File: config.mk
export PLATFORM = sky130hd
export DESIGN_NAME = urx_top
export DESIGN_NICKNAME = d
export VERILOG_FILES = /design/src/verilog/urx_pkg.sv /design/src/verilog/urx_top.sv
export SDC_FILE = /design/constraint.sdc
export NUM_CORES = 1
export LEC_CHECK = 0
export BUFFER_PORTS_ARGS = -buffer_cell sky130_fd_sc_hd__buf_2
export CORE_ASPECT_RATIO = 0.7
export CORE_UTILIZATION = 24
export DETAILED_ROUTE_END_ITERATION = 8
export HOLD_SLACK_MARGIN = 0.02
export PLACE_DENSITY = 0.42
export SLEW_MARGIN = 20
export SYNTH_ARGS = -nofsm -noshare
export SYNTH_HDL_FRONTEND = slang
export SYNTH_SLANG_ARGS = --single-unit
File: constraint.sdc
create_clock -name CLK_I -period 5.6 [get_ports CLK_I]
set_input_delay 0.56 -clock CLK_I [delete_from_list [all_inputs] [get_ports CLK_I]]
set_output_delay 0.56 -clock CLK_I [all_outputs]
set_load 0.02 [all_outputs]
File: src/verilog/urx_pkg.sv
// package for the serial receive configuration and status block
`default_nettype none
package urx_pkg;
  // register byte addresses on the apb bus
  localparam logic [7:0] ADDR_MODE = 8'h00;
  localparam logic [7:0] ADDR_STAT = 8'h04;
  localparam logic [7:0] ADDR_BAUD = 8'h08;
  localparam logic [7:0] ADDR_DATA = 8'h0C;
  localparam logic [7:0] ADDR_IRQ_STAT = 8'h10;
  localparam logic [7:0] ADDR_IRQ_MASK = 8'h14;
  // mode register fields
  localparam int MODE_INV_BIT = 4;
  localparam int MODE_HS_BIT = 3;
  localparam int MODE_FMT_LSB = 1;
  localparam int MODE_STOP_BIT = 0;
  // status register fields
  localparam int STA_ADDRESS_DETECT_ENABLE_BIT = 5;
  localparam int STA_IDLE_BIT = 4;
  localparam int STA_PARITY_ERROR_FLAG_BIT = 3;
  localparam int STA_FRAMING_ERROR_FLAG_BIT = 2;
  localparam int STA_OVERRUN_ERROR_FLAG_BIT = 1;
  localparam int STA_AVAIL_BIT = 0;
  // interrupt status bits
  localparam int IRQ_RX_BIT = 0;
  localparam int IRQ_ERR_BIT = 1;
  localparam int IRQ_OVR_BIT = 2;
  localparam int IRQ_W = 3;
  // frame format codes
  localparam logic [1:0] FMT_9N = 2'h3;
  localparam logic [1:0] FMT_8O = 2'h2;
  localparam logic [1:0] FMT_8E = 2'h1;
  localparam logic [1:0] FMT_8N = 2'h0;
  // oversampling ratios
  localparam logic [4:0] OVS_HS = 5'h04;
  localparam logic [4:0] OVS_STD = 5'h10;
  // reset values
  localparam logic [15:0] BAUD_RST = 16'h0000;
  localparam logic [15:0] MODE_RST = 16'h0000;
  // receiver states, one-hot
  typedef enum logic [4:0] {
    ST_IDLE = 5'h01,
    ST_START = 5'h02,
    ST_DATA = 5'h04,
    ST_PAR = 5'h08,
    ST_STOP = 5'h10
  } urx_state_t;
  // one received character with its error flags
  typedef struct packed {
    logic parity_error_flag;
    logic framing_error_flag;
    logic [8:0] data;
  } urx_char_t;
endpackage : urx_pkg
`default_nettype wire

File: src/verilog/urx_top.sv
// serial receiver with mode and status registers on apb
`default_nettype none
// Behaviour
// - invert bit makes idle level low
// - high speed gives 4, else 16 samples
// - format field picks width and parity
// - stop select gives one or two stops
// - address mode keeps ninth-bit-set characters
// - idle flag high while receiver idle
// - parity flag for top buffered character
// - framing flag for top buffered character
// - overrun set on overflow, software clears
// - overrun clear empties buffer and shifter
// - data available while buffer not empty
module urx_top import urx_pkg::*; #(
  parameter int DEPTH = 4
) (
  // clock and reset
  input wire logic CLK_I,
  input wire logic RSTN_I,
  // apb slave
  input wire logic PSEL_I,
  input wire logic PENABLE_I,
  input wire logic PWRITE_I,
  input wire logic [7:0] PADDR_I,
  input wire logic [31:0] PWDATA_I,
  output logic [31:0] PRDATA_O,
  output logic PREADY_O,
  output logic PSLVERR_O,
  // serial line and interrupt
  input wire logic RX_I,
  output logic IRQ_O
);
  localparam int PW = $clog2(DEPTH);
  // pointers wrap on their own width, so DEPTH is meant to be a power of two;
  // any other depth would need explicit wrap logic on both pointers

  // synchroniser, three stages
  logic [2:0] sync_ff;
  logic rx_ff; // filtered line
  // configuration
  logic [15:0] mode_ff;
  logic [15:0] baud_ff;
  logic addren_ff;
  logic [IRQ_W-1:0] irq_stat_ff;
  logic [IRQ_W-1:0] irq_mask_ff;
  logic overrun_error_flag_ff;
  logic pop_ok_ff; // setup phase saw a character to hand out
  // receive buffer
  urx_char_t buf_ff [DEPTH];
  logic [PW-1:0] wptr_ff;
  logic [PW-1:0] rptr_ff;
  logic [PW:0] cnt_ff;
  // receiver
  urx_state_t state_ff;
  logic [15:0] bdiv_ff; // baud divider
  logic [4:0] tick_ff; // oversample count in a bit
  logic [3:0] bit_ff; // bit index
  logic [8:0] shift_ff;
  logic par_ff;
  logic stop2_ff; // second stop pending
  logic done_ff; // a character completed this cycle
  urx_char_t char_ff;

  // bus decode; the answer is a single access cycle, so writes and pops act
  // on the access edge while read data was already captured at setup
  wire acc = PSEL_I && PENABLE_I;
  wire wr = acc && PWRITE_I;
  wire rd = acc && !PWRITE_I;
  wire rd_data = rd && PADDR_I == ADDR_DATA;
  wire rd_irq = rd && PADDR_I == ADDR_IRQ_STAT;
  // overrun clear: software writes the bit 1 to 0
  wire overrun_error_flag_clr = wr && PADDR_I == ADDR_STAT && overrun_error_flag_ff && !PWDATA_I[STA_OVERRUN_ERROR_FLAG_BIT];

  // decoded configuration
  // the frame shape is read live from the mode register, so software
  // should only change it while the receiver is idle
  wire idle_lvl = !mode_ff[MODE_INV_BIT];
  wire [1:0] fmt = mode_ff[MODE_FMT_LSB +: 2];
  wire nine = fmt == FMT_9N;
  wire has_par = fmt == FMT_8O || fmt == FMT_8E;
  wire [4:0] ovs = mode_ff[MODE_HS_BIT] ? OVS_HS : OVS_STD;
  wire [4:0] mid = {1'b0, ovs[4:1]};
  wire baud_tick = bdiv_ff == baud_ff;
  wire bit_end = baud_tick && tick_ff == ovs - 5'h01;
  wire mid_pt = baud_tick && tick_ff == mid;
  wire line = rx_ff ^ !idle_lvl; // line in idle-high sense
  wire full = cnt_ff == (PW+1)'(DEPTH);
  wire empty = cnt_ff == '0;

  // input synchroniser; change taken when stages two and three agree
  // the filtered line only moves once two stages agree, so a single-cycle
  // spike that is caught by one stage never reaches the receiver
  // reset loads the idle-high level so no false start follows reset
  always_ff @(posedge CLK_I) begin
    if (!RSTN_I) begin
      sync_ff <= 3'h7;
      rx_ff <= 1'b1;
    end else begin
      sync_ff <= {sync_ff[1:0], RX_I};
      if (sync_ff[2] == sync_ff[1]) begin
        rx_ff <= sync_ff[2];
      end
    end
  end

  // baud generator, divides the clock down to the oversample rate
  // held at zero while idle so every frame starts on a fresh divider phase;
  // one oversample tick spans (divider + 1) clocks
  always_ff @(posedge CLK_I) begin
    if (!RSTN_I || state_ff == ST_IDLE) begin
      bdiv_ff <= '0;
    end else if (baud_tick) begin
      bdiv_ff <= '0;
    end else begin
      bdiv_ff <= bdiv_ff + 16'h0001;
    end
  end

  // receive state machine
  // each bit lasts ovs ticks; the line is sampled once, on the tick that
  // ends at the middle of the bit, which leaves half a bit of margin for
  // the synchroniser delay and for drift between the two ends
  always_ff @(posedge CLK_I) begin
    if (!RSTN_I || overrun_error_flag_clr) begin
      state_ff <= ST_IDLE;
      tick_ff <= '0;
      bit_ff <= '0;
      shift_ff <= '0;
      par_ff <= 1'b0;
      stop2_ff <= 1'b0;
      done_ff <= 1'b0;
      char_ff <= '0;
    end else begin
      done_ff <= 1'b0;
      if (state_ff != ST_IDLE && baud_tick) begin
        tick_ff <= bit_end ? 5'h00 : tick_ff + 5'h01;
      end
      unique case (state_ff)
        ST_IDLE: begin
          // any level away from idle starts a frame; a glitch is weeded out
          // at mid start
          tick_ff <= '0;
          if (!line) begin
            state_ff <= ST_START;
          end
        end
        ST_START: begin
          // a start that is gone by mid-bit is a glitch
          if (mid_pt && line) begin
            state_ff <= ST_IDLE;
          end else if (bit_end) begin
            state_ff <= ST_DATA;
            bit_ff <= '0;
            par_ff <= fmt == FMT_8O; // odd parity seeds one
          end
        end
        ST_DATA: begin
          // eight-bit frames shift into the low byte and keep bit 8 clear
          if (mid_pt) begin
            shift_ff <= nine ? {line, shift_ff[8:1]} : {1'b0, line, shift_ff[7:1]};
            par_ff <= par_ff ^ line;
          end
          if (bit_end) begin
            bit_ff <= bit_ff + 4'h1;
            if (bit_ff == (nine ? 4'h8 : 4'h7)) begin
              state_ff <= has_par ? ST_PAR : ST_STOP;
              stop2_ff <= mode_ff[MODE_STOP_BIT];
            end
          end
        end
        ST_PAR: begin
          if (mid_pt) begin
            char_ff.parity_error_flag <= par_ff ^ line;
          end
          if (bit_end) begin
            state_ff <= ST_STOP;
          end
        end
        ST_STOP: begin
          // every stop bit is checked; the frame ends at mid stop so the
          // receiver is back to idle in time for a following start bit
          if (mid_pt) begin
            if (!line) begin
              char_ff.framing_error_flag <= 1'b1;
            end
            if (stop2_ff) begin
              stop2_ff <= 1'b0;
            end else begin
              state_ff <= ST_IDLE;
              done_ff <= 1'b1;
              char_ff.data <= shift_ff;
            end
          end
        end
        default: begin
          state_ff <= ST_IDLE;
        end
      endcase
      // flags of a new character start clear
      if (state_ff == ST_IDLE) begin
        char_ff.parity_error_flag <= 1'b0;
        char_ff.framing_error_flag <= 1'b0;
      end
    end
  end

  // address filter: with address detect on in 9-bit mode only ninth-bit-set characters are kept
  // a rejected character raises no event and leaves the buffer untouched
  wire keep = !(addren_ff && nine) || char_ff.data[8];
  wire push = done_ff && keep;
  // a full buffer or a pending overrun drops new characters
  wire store = push && !full && !overrun_error_flag_ff;
  // only pop what the setup phase actually handed out: a character that
  // lands between setup and access must stay for the next read
  wire pop = rd_data && pop_ok_ff;

  // receive buffer storage; no reset, the fill count alone says what is valid
  always_ff @(posedge CLK_I) begin
    if (store) begin
      buf_ff[wptr_ff] <= char_ff;
    end
  end

  // buffer pointers and fill count
  // an overrun clear rewinds both pointers, which empties the buffer at once
  always_ff @(posedge CLK_I) begin
    if (!RSTN_I || overrun_error_flag_clr) begin
      wptr_ff <= '0;
      rptr_ff <= '0;
      cnt_ff <= '0;
    end else begin
      if (store) begin
        wptr_ff <= wptr_ff + PW'(1);
      end
      if (pop) begin
        rptr_ff <= rptr_ff + PW'(1);
      end
      cnt_ff <= cnt_ff + (PW+1)'(store) - (PW+1)'(pop);
    end
  end

  // overrun flag; set wins over a software clear
  // a clear written in the very cycle of an overflow is lost on purpose,
  // so software never misses that a character was dropped
  always_ff @(posedge CLK_I) begin
    if (!RSTN_I) begin
      overrun_error_flag_ff <= 1'b0;
    end else if (push && full) begin
      overrun_error_flag_ff <= 1'b1;
    end else if (overrun_error_flag_clr) begin
      overrun_error_flag_ff <= 1'b0;
    end
  end

  // software-written configuration
  // writes to the status word only reach the address-detect bit; the
  // overrun clear is decoded separately above
  always_ff @(posedge CLK_I) begin
    if (!RSTN_I) begin
      mode_ff <= MODE_RST;
      baud_ff <= BAUD_RST;
      addren_ff <= 1'b0;
      irq_mask_ff <= '0;
    end else if (wr) begin
      unique case (PADDR_I)
        ADDR_MODE: mode_ff <= PWDATA_I[15:0];
        ADDR_BAUD: baud_ff <= PWDATA_I[15:0];
        ADDR_STAT: addren_ff <= PWDATA_I[STA_ADDRESS_DETECT_ENABLE_BIT];
        ADDR_IRQ_MASK: irq_mask_ff <= PWDATA_I[IRQ_W-1:0];
        default: begin
        end
      endcase
    end
  end

  // sticky events; a read clears, a same-cycle event still sets
  // the read clears only the bits that went out at setup, so an event that
  // lands between setup and access is kept for the next read
  always_ff @(posedge CLK_I) begin
    if (!RSTN_I) begin
      irq_stat_ff <= '0;
    end else begin
      irq_stat_ff <= (rd_irq ? irq_stat_ff & ~PRDATA_O[IRQ_W-1:0] : irq_stat_ff)
        | {push && full, push && (char_ff.parity_error_flag || char_ff.framing_error_flag), store};
    end
  end

  // interrupt output, registered
  // registered so the pin never glitches while status and mask settle;
  // it follows the status by one clock
  always_ff @(posedge CLK_I) begin
    if (!RSTN_I) begin
      IRQ_O <= 1'b0;
    end else begin
      IRQ_O <= |(irq_stat_ff & irq_mask_ff);
    end
  end

  // status word
  // error flags belong to the character that the next data read returns
  logic [15:0] sta;
  always_comb begin
    sta = '0;
    sta[STA_ADDRESS_DETECT_ENABLE_BIT] = addren_ff;
    sta[STA_IDLE_BIT] = state_ff == ST_IDLE;
    sta[STA_PARITY_ERROR_FLAG_BIT] = !empty && buf_ff[rptr_ff].parity_error_flag;
    sta[STA_FRAMING_ERROR_FLAG_BIT] = !empty && buf_ff[rptr_ff].framing_error_flag;
    sta[STA_OVERRUN_ERROR_FLAG_BIT] = overrun_error_flag_ff;
    sta[STA_AVAIL_BIT] = !empty;
  end

  // apb answer: zero wait states, registered read data
  // read data is taken at setup and stands through the one access cycle
  always_ff @(posedge CLK_I) begin
    if (!RSTN_I) begin
      PRDATA_O <= '0;
      PREADY_O <= 1'b0;
      PSLVERR_O <= 1'b0;
      pop_ok_ff <= 1'b0;
    end else begin
      PREADY_O <= PSEL_I && !PENABLE_I;
      // remember whether this setup handed out a character to pop later
      pop_ok_ff <= PSEL_I && !PENABLE_I && PADDR_I == ADDR_DATA && !empty;
      PSLVERR_O <= 1'b0;
      PRDATA_O <= '0;
      if (PSEL_I && !PENABLE_I) begin
        unique case (PADDR_I)
          ADDR_MODE: PRDATA_O <= {16'h0000, mode_ff};
          ADDR_STAT: PRDATA_O <= {16'h0000, sta};
          ADDR_BAUD: PRDATA_O <= {16'h0000, baud_ff};
          ADDR_DATA: PRDATA_O <= {23'h000000, empty ? 9'h000 : buf_ff[rptr_ff].data};
          ADDR_IRQ_STAT: PRDATA_O <= {29'h00000000, irq_stat_ff};
          ADDR_IRQ_MASK: PRDATA_O <= {29'h00000000, irq_mask_ff};
          default: PSLVERR_O <= 1'b1;
        endcase
      end
    end
  end
endmodule // urx_top
`default_nettype wire

### After elaboration in Yosys (flattened, before gate mapping)

Memory sizes are Yosys's and may differ from the RTL's. A register that Yosys moved wholly into a read port is not among the register bits.
Cells that the tools add are included.

* bits in writable memories: 44
* register bits after elaboration: 140
* bits in latches: 0
* ROM bits: 0
* memories: 1

* multipliers: 0
* bitwise logic cells: 10
* order comparisons: 0
* mux-type cells: 37
* reduce and logical (&&, ||, !) cells: 60
* div/mod/pow operators: 0
* eq/ne operators: 30
* shift operators: 0
* add/subtract/negate cells: 8

Memories
* buf_ff: words 4, bits a word 11, rd ports 1, clocked after memory_dff 1, write ports 1, RTL line urx_top.sv:50 `urx_char_t buf_ff [DEPTH];`

Operator list (number)
* 16-bit case mux with 6 select lines: 1
* 5-bit 2-to-1 mux: 11
* 5-bit case mux with 5 select lines: 1
* 1-bit logical AND: 24
* 9-bit 2-to-1 mux: 2
* 2-bit != test (second input constant): 9
* 16-bit by 1-bit adder with 16-bit output (second input constant): 1
* 16-bit == test: 1
* 8-bit by 4-bit == test with 1-bit output (second input constant): 2
* 8-bit by 5-bit == test with 1-bit output (second input constant): 2
* 4-bit 2-to-1 mux: 4
* 2-bit AND reduction: 7
* 1-bit 2-to-1 mux: 12
* 4-bit AND reduction: 3
* 8-bit by 3-bit == test with 1-bit output (second input constant): 1
* 1-bit logical NOT: 8
* 8-bit logical NOT: 1
* 4-bit case mux with 2 select lines: 1
* 7-bit AND reduction: 1
* 3-bit bitwise AND: 2
* 3-bit AND reduction: 2
* 2-bit nonzero test: 3
* 3-bit OR reduction: 2
* 6-bit OR reduction: 1
* other kinds (30): 43

### Longest topological paths before layout

* depth in word-level cells: 9
* gate-level depth with buffers: 13

### Worst setup path before layout

Ideal clock, no wire load.

* path kind: in2reg
* from: input port PADDR_I[1]
* to: register cnt_ff[2]
* required time: 5483 ps
* data arrival time: 2688 ps
* setup slack: 2795 ps
* stages on the path: 11
* cells stage by stage: or4_4 -> nor2_2 -> and4_1 -> ha_1 -> inv_1 -> ha_1 -> inv_1 -> fa_1 -> xor2_1 -> xnor2_1 -> nor2_1

RTL lines
* start: declaration: RTL line urx_top.sv:25 `input wire logic [7:0] PADDR_I,`
* 8-bit by 4-bit == test with 1-bit output: RTL line urx_top.sv:70 `wire rd_data = rd && PADDR_I == ADDR_DATA;`
* 1-bit logical AND: RTL line urx_top.sv:70
* 1-bit logical AND: RTL line urx_top.sv:216 `wire pop = rd_data && pop_ok_ff;`
* named net pop: RTL line urx_top.sv:216
* 3-bit by 1-bit subtractor with 3-bit output: RTL line urx_top.sv:239 `cnt_ff <= cnt_ff + (PW+1)'(store) - (PW+1)'(pop);`
* end signal: assignment: RTL line urx_top.sv:239
* end: declaration: RTL line urx_top.sv:53 `logic [PW:0] cnt_ff;`

The timed path passes the listed nets, and every way through them passes these cells.
A chain may end at the register's enable or synchronous reset.

### Worst setup path after layout

* from: register mode_ff[1]
* to: register cnt_ff[2]

* cells in the longest elaborated chain, start to end: 9

RTL lines
* start: declaration: RTL line urx_top.sv:42 `logic [15:0] mode_ff;`
* start signal: assignment: RTL line urx_top.sv:267 `ADDR_MODE: mode_ff <= PWDATA_I[15:0];`
* 2-bit == test: RTL line urx_top.sv:80 `wire nine = fmt == FMT_9N;`
* 1-bit logical AND: RTL line urx_top.sv:210 `wire keep = !(addren_ff && nine) || char_ff.data[8];`
* 1-bit logical NOT: RTL line urx_top.sv:210
* 1-bit logical OR: RTL line urx_top.sv:210
* 1-bit logical AND: RTL line urx_top.sv:211 `wire push = done_ff && keep;`
* 1-bit logical AND (2 in a row): RTL line urx_top.sv:213 `wire store = push && !full && !overrun_error_flag_ff;`
* 3-bit by 1-bit adder with 3-bit output: RTL line urx_top.sv:239
* 3-bit by 1-bit subtractor with 3-bit output: RTL line urx_top.sv:239

No other way between the ends.

==> out/qor.yml <==
antenna_found_initial: 1
startpoint_type: "flop"
synthToLayoutAreaGrowth_pct: 15.71
max-clock-path-buffers: 2
coreArea_sq_um: 29210
status: "completed"
synth_edf_count: 44
dp_hpwl_mm: 13.34
ios: 81
postCtsSetupBuffers: 0
drv_slew: 0
grt_start_max_net_pins: 33
synth_top_area_share_pct: 34.96
required_ps: 5900
drt-initial-drc-count: 404
final.min_clock_period_ps: 3252
synth-warning-count: 0
synth.most_common_cell: "dfxtp_1"
hold_buffers: 0
io_buffers: 48
gp_congestion: 0.7679
yosysSeqAreaShare_pct: 53.27
die_h_um: 147.1
clock_skew_ps: 11.33
synthTopCellsByArea: "dfxtp_1 35%, edfxtp_1 18%, nand2_1 5.4%"
placed_area_sq_um: 7747
numCtsBuffers: 17
cts.sinks: 170
max_slew_margin_pct: 34.51
ys.flop_type: "dfxtp_1"
grt_pass1_vias: 4884
drive_gt1_share_pct: 14.87
yosysTopAreaCell: "dfxtp_1"
grt_overflow: 0
p_per_area_nw_per_um2: 303.5
fillers: 3070
cts-root-buf: "clkbuf_16"
cp_max_fo: 7
grt_usage_pct: 12.71
start_util_pct: 24.70
max_freq_mhz: 307.5
period_share_pct: 58.08
htreeDepth: 4
worstSkewPairLatency_ps: 440
hold_viol: 0
ys_top_cells_by_count: "126 x dfxtp_1, 103 x nand2_1, 66 x nor2_1"
via_count: 5091
drc: 0
setup_viol: 0
setup_tns_ps: 0
post_synth.cell_area_avg_sq_um: 10.18
crit_path_end_kind: "flop"
ir_worst_vdd_mv: 0.1546
final_nets: 805
grt_pass1_wl_mm: 29.02
ant_nets: 0
clk_pin_slew_ps: 70
totalPowerFinal_uw: 2534
rsz0062_at_grt: "false"
synth_seq_cells: 170
hold_class: "input port to flop"
wl_per_cell_um: 16.39
tritoncts: "done"
arrival_ps: 3550
die-area_sq_um: 30770
routed_wl_mm: 18.67
maxCapViolCount: 0
post_cts_resized: 0
worst_slew_pin_slew_ps: 975.3
drt_pass1_iterations: 5
final_area_sq_um: 8349
crit_type: "flop to flop"
dieWidth_um: 209.2
synthesis.area_sq_um: 7216
synth_cell_type_count: 67
final_util_pct: 28.58
row_count: 52
synth_cells: 709
vias_per_cell: 4.470
ys_async_sr_fraction_pct: 0
hold_slack_ps: 296.4
leakagePower_uw: 0.002876
-- layer usage --
| metal | up-vias | part of all wire, % | track usage, % |
|---|---|---|---|
| li1 | 2553 | - | - |
| met1 | 2412 | 53 | 19.01 |
| met2 | 106 | 41 | 17.23 |
| met3 | 20 | 4.0 | 3.292 |
| met4 | 0 | 1.5 | 4.706 |
| met5 | - | 0 | 0 |
-- flip-flops by register name, indices dropped and copies added, names as in the netlist, 2 cells and up, named ones only --
name	flops
shift_ff	9
tick_ff	5
char_ff	11
sync_ff	3
buf_ff	44
baud_ff	16
irq_stat_ff	3
PRDATA_O	16
state_ff	5
mode_ff	16
wptr_ff	2
cnt_ff	3
bit_ff	4
rptr_ff	2
bdiv_ff	16
irq_mask_ff	3
-- worst max-delay path: stages, from the launching register on --
cell and delay, ps:
dfxtp_1 370, ha_1 320, nand3b_1 140, nand2_1 80
nor3b_1 750, inv_1 150, ha_1 340, inv_1 60
ha_1 130, inv_1 40, fa_1 360, xor2_1 170
xnor2_1 140, nor2_1 50
-- placed cells by master, fill, tap and decap left out, types with 7 or more instances in the layout --
master and instances:
inv_1 14, edfxtp_1 44, and2_1 7, mux4_2 11
clkbuf_16 17, nor3_1 15, nand3b_1 7, dfxtp_1 126
buf_2 48, a222oi_1 7, o21ai_0 14, nand2b_1 7
ha_1 11, conb_1 16, a21oi_1 56, a22oi_1 10
mux2i_1 22, nand2_1 103, nand3_1 17, xnor2_1 10
nor2_1 66, xor2_1 28
-- power by group --
part           leakage, uW  total [uW]  switching [uW]  internal, uW
clock network     0.000285        1220             518           703
registers          0.00142        1260            2.17          1260
logic              0.00117        55.2            40.2          15.0
total              0.00288        2530             561          1970
-- path summary, 6_finish.rpt --
| path | from | to | slack [ps] | cells past startpoint |
|---|---|---|---|---|
| worst max-delay path | mode_ff[1] | cnt_ff[2] | 2350 | 13 |
| worst max register to register | mode_ff[1] | cnt_ff[2] | 2350 | 13 |
| worst min register to register | sync_ff[0] | sync_ff[1] | 410 | 1 |
| worst min-delay path | RX_I | sync_ff[0] | 300 | 2 |
-- final cells by class --
cell class / instances / area, sq um / share of cell area (%)
flip-flops and latches: 170 / 3844 / 46.04
clock inverters: 14 / 170.2 / 2.038
well taps: 378 / 473.0 / 5.665
multi-input cells: 491 / 3100 / 37.13
diodes: 1 / 2.502 / 0.02997
clock buffers: 18 / 429.2 / 5.140
repair buffers: 53 / 277.8 / 3.327
inverters: 14 / 52.55 / 0.6294
-- cells by family (layout without fill, tap and decap cells) --
logic type                 Yosys count  in the layout  synth area share [%]
buffers and inverters               63             99                 4.630
and+or+nand+nor                    269            269                 17.93
other                                1             17               0.05197
adders and majority gates           12             12                 2.185
DFF                                170            170                 53.27
AOI/OAI and AO/OA                  121            121                 10.53
muxes                               35             35                 6.797
xor gates and xnor gates            38             38                 4.612
-- per-stage QoR --
step,std cells,setup slack (ps)
finish,1139,2348
global route,1139,2029
CTS,1138,2348
detailed placement,1106,2283
global placement,1106,2204
floorplan,724,2795
No activity file was read; power rests on OpenSTA's default activity.
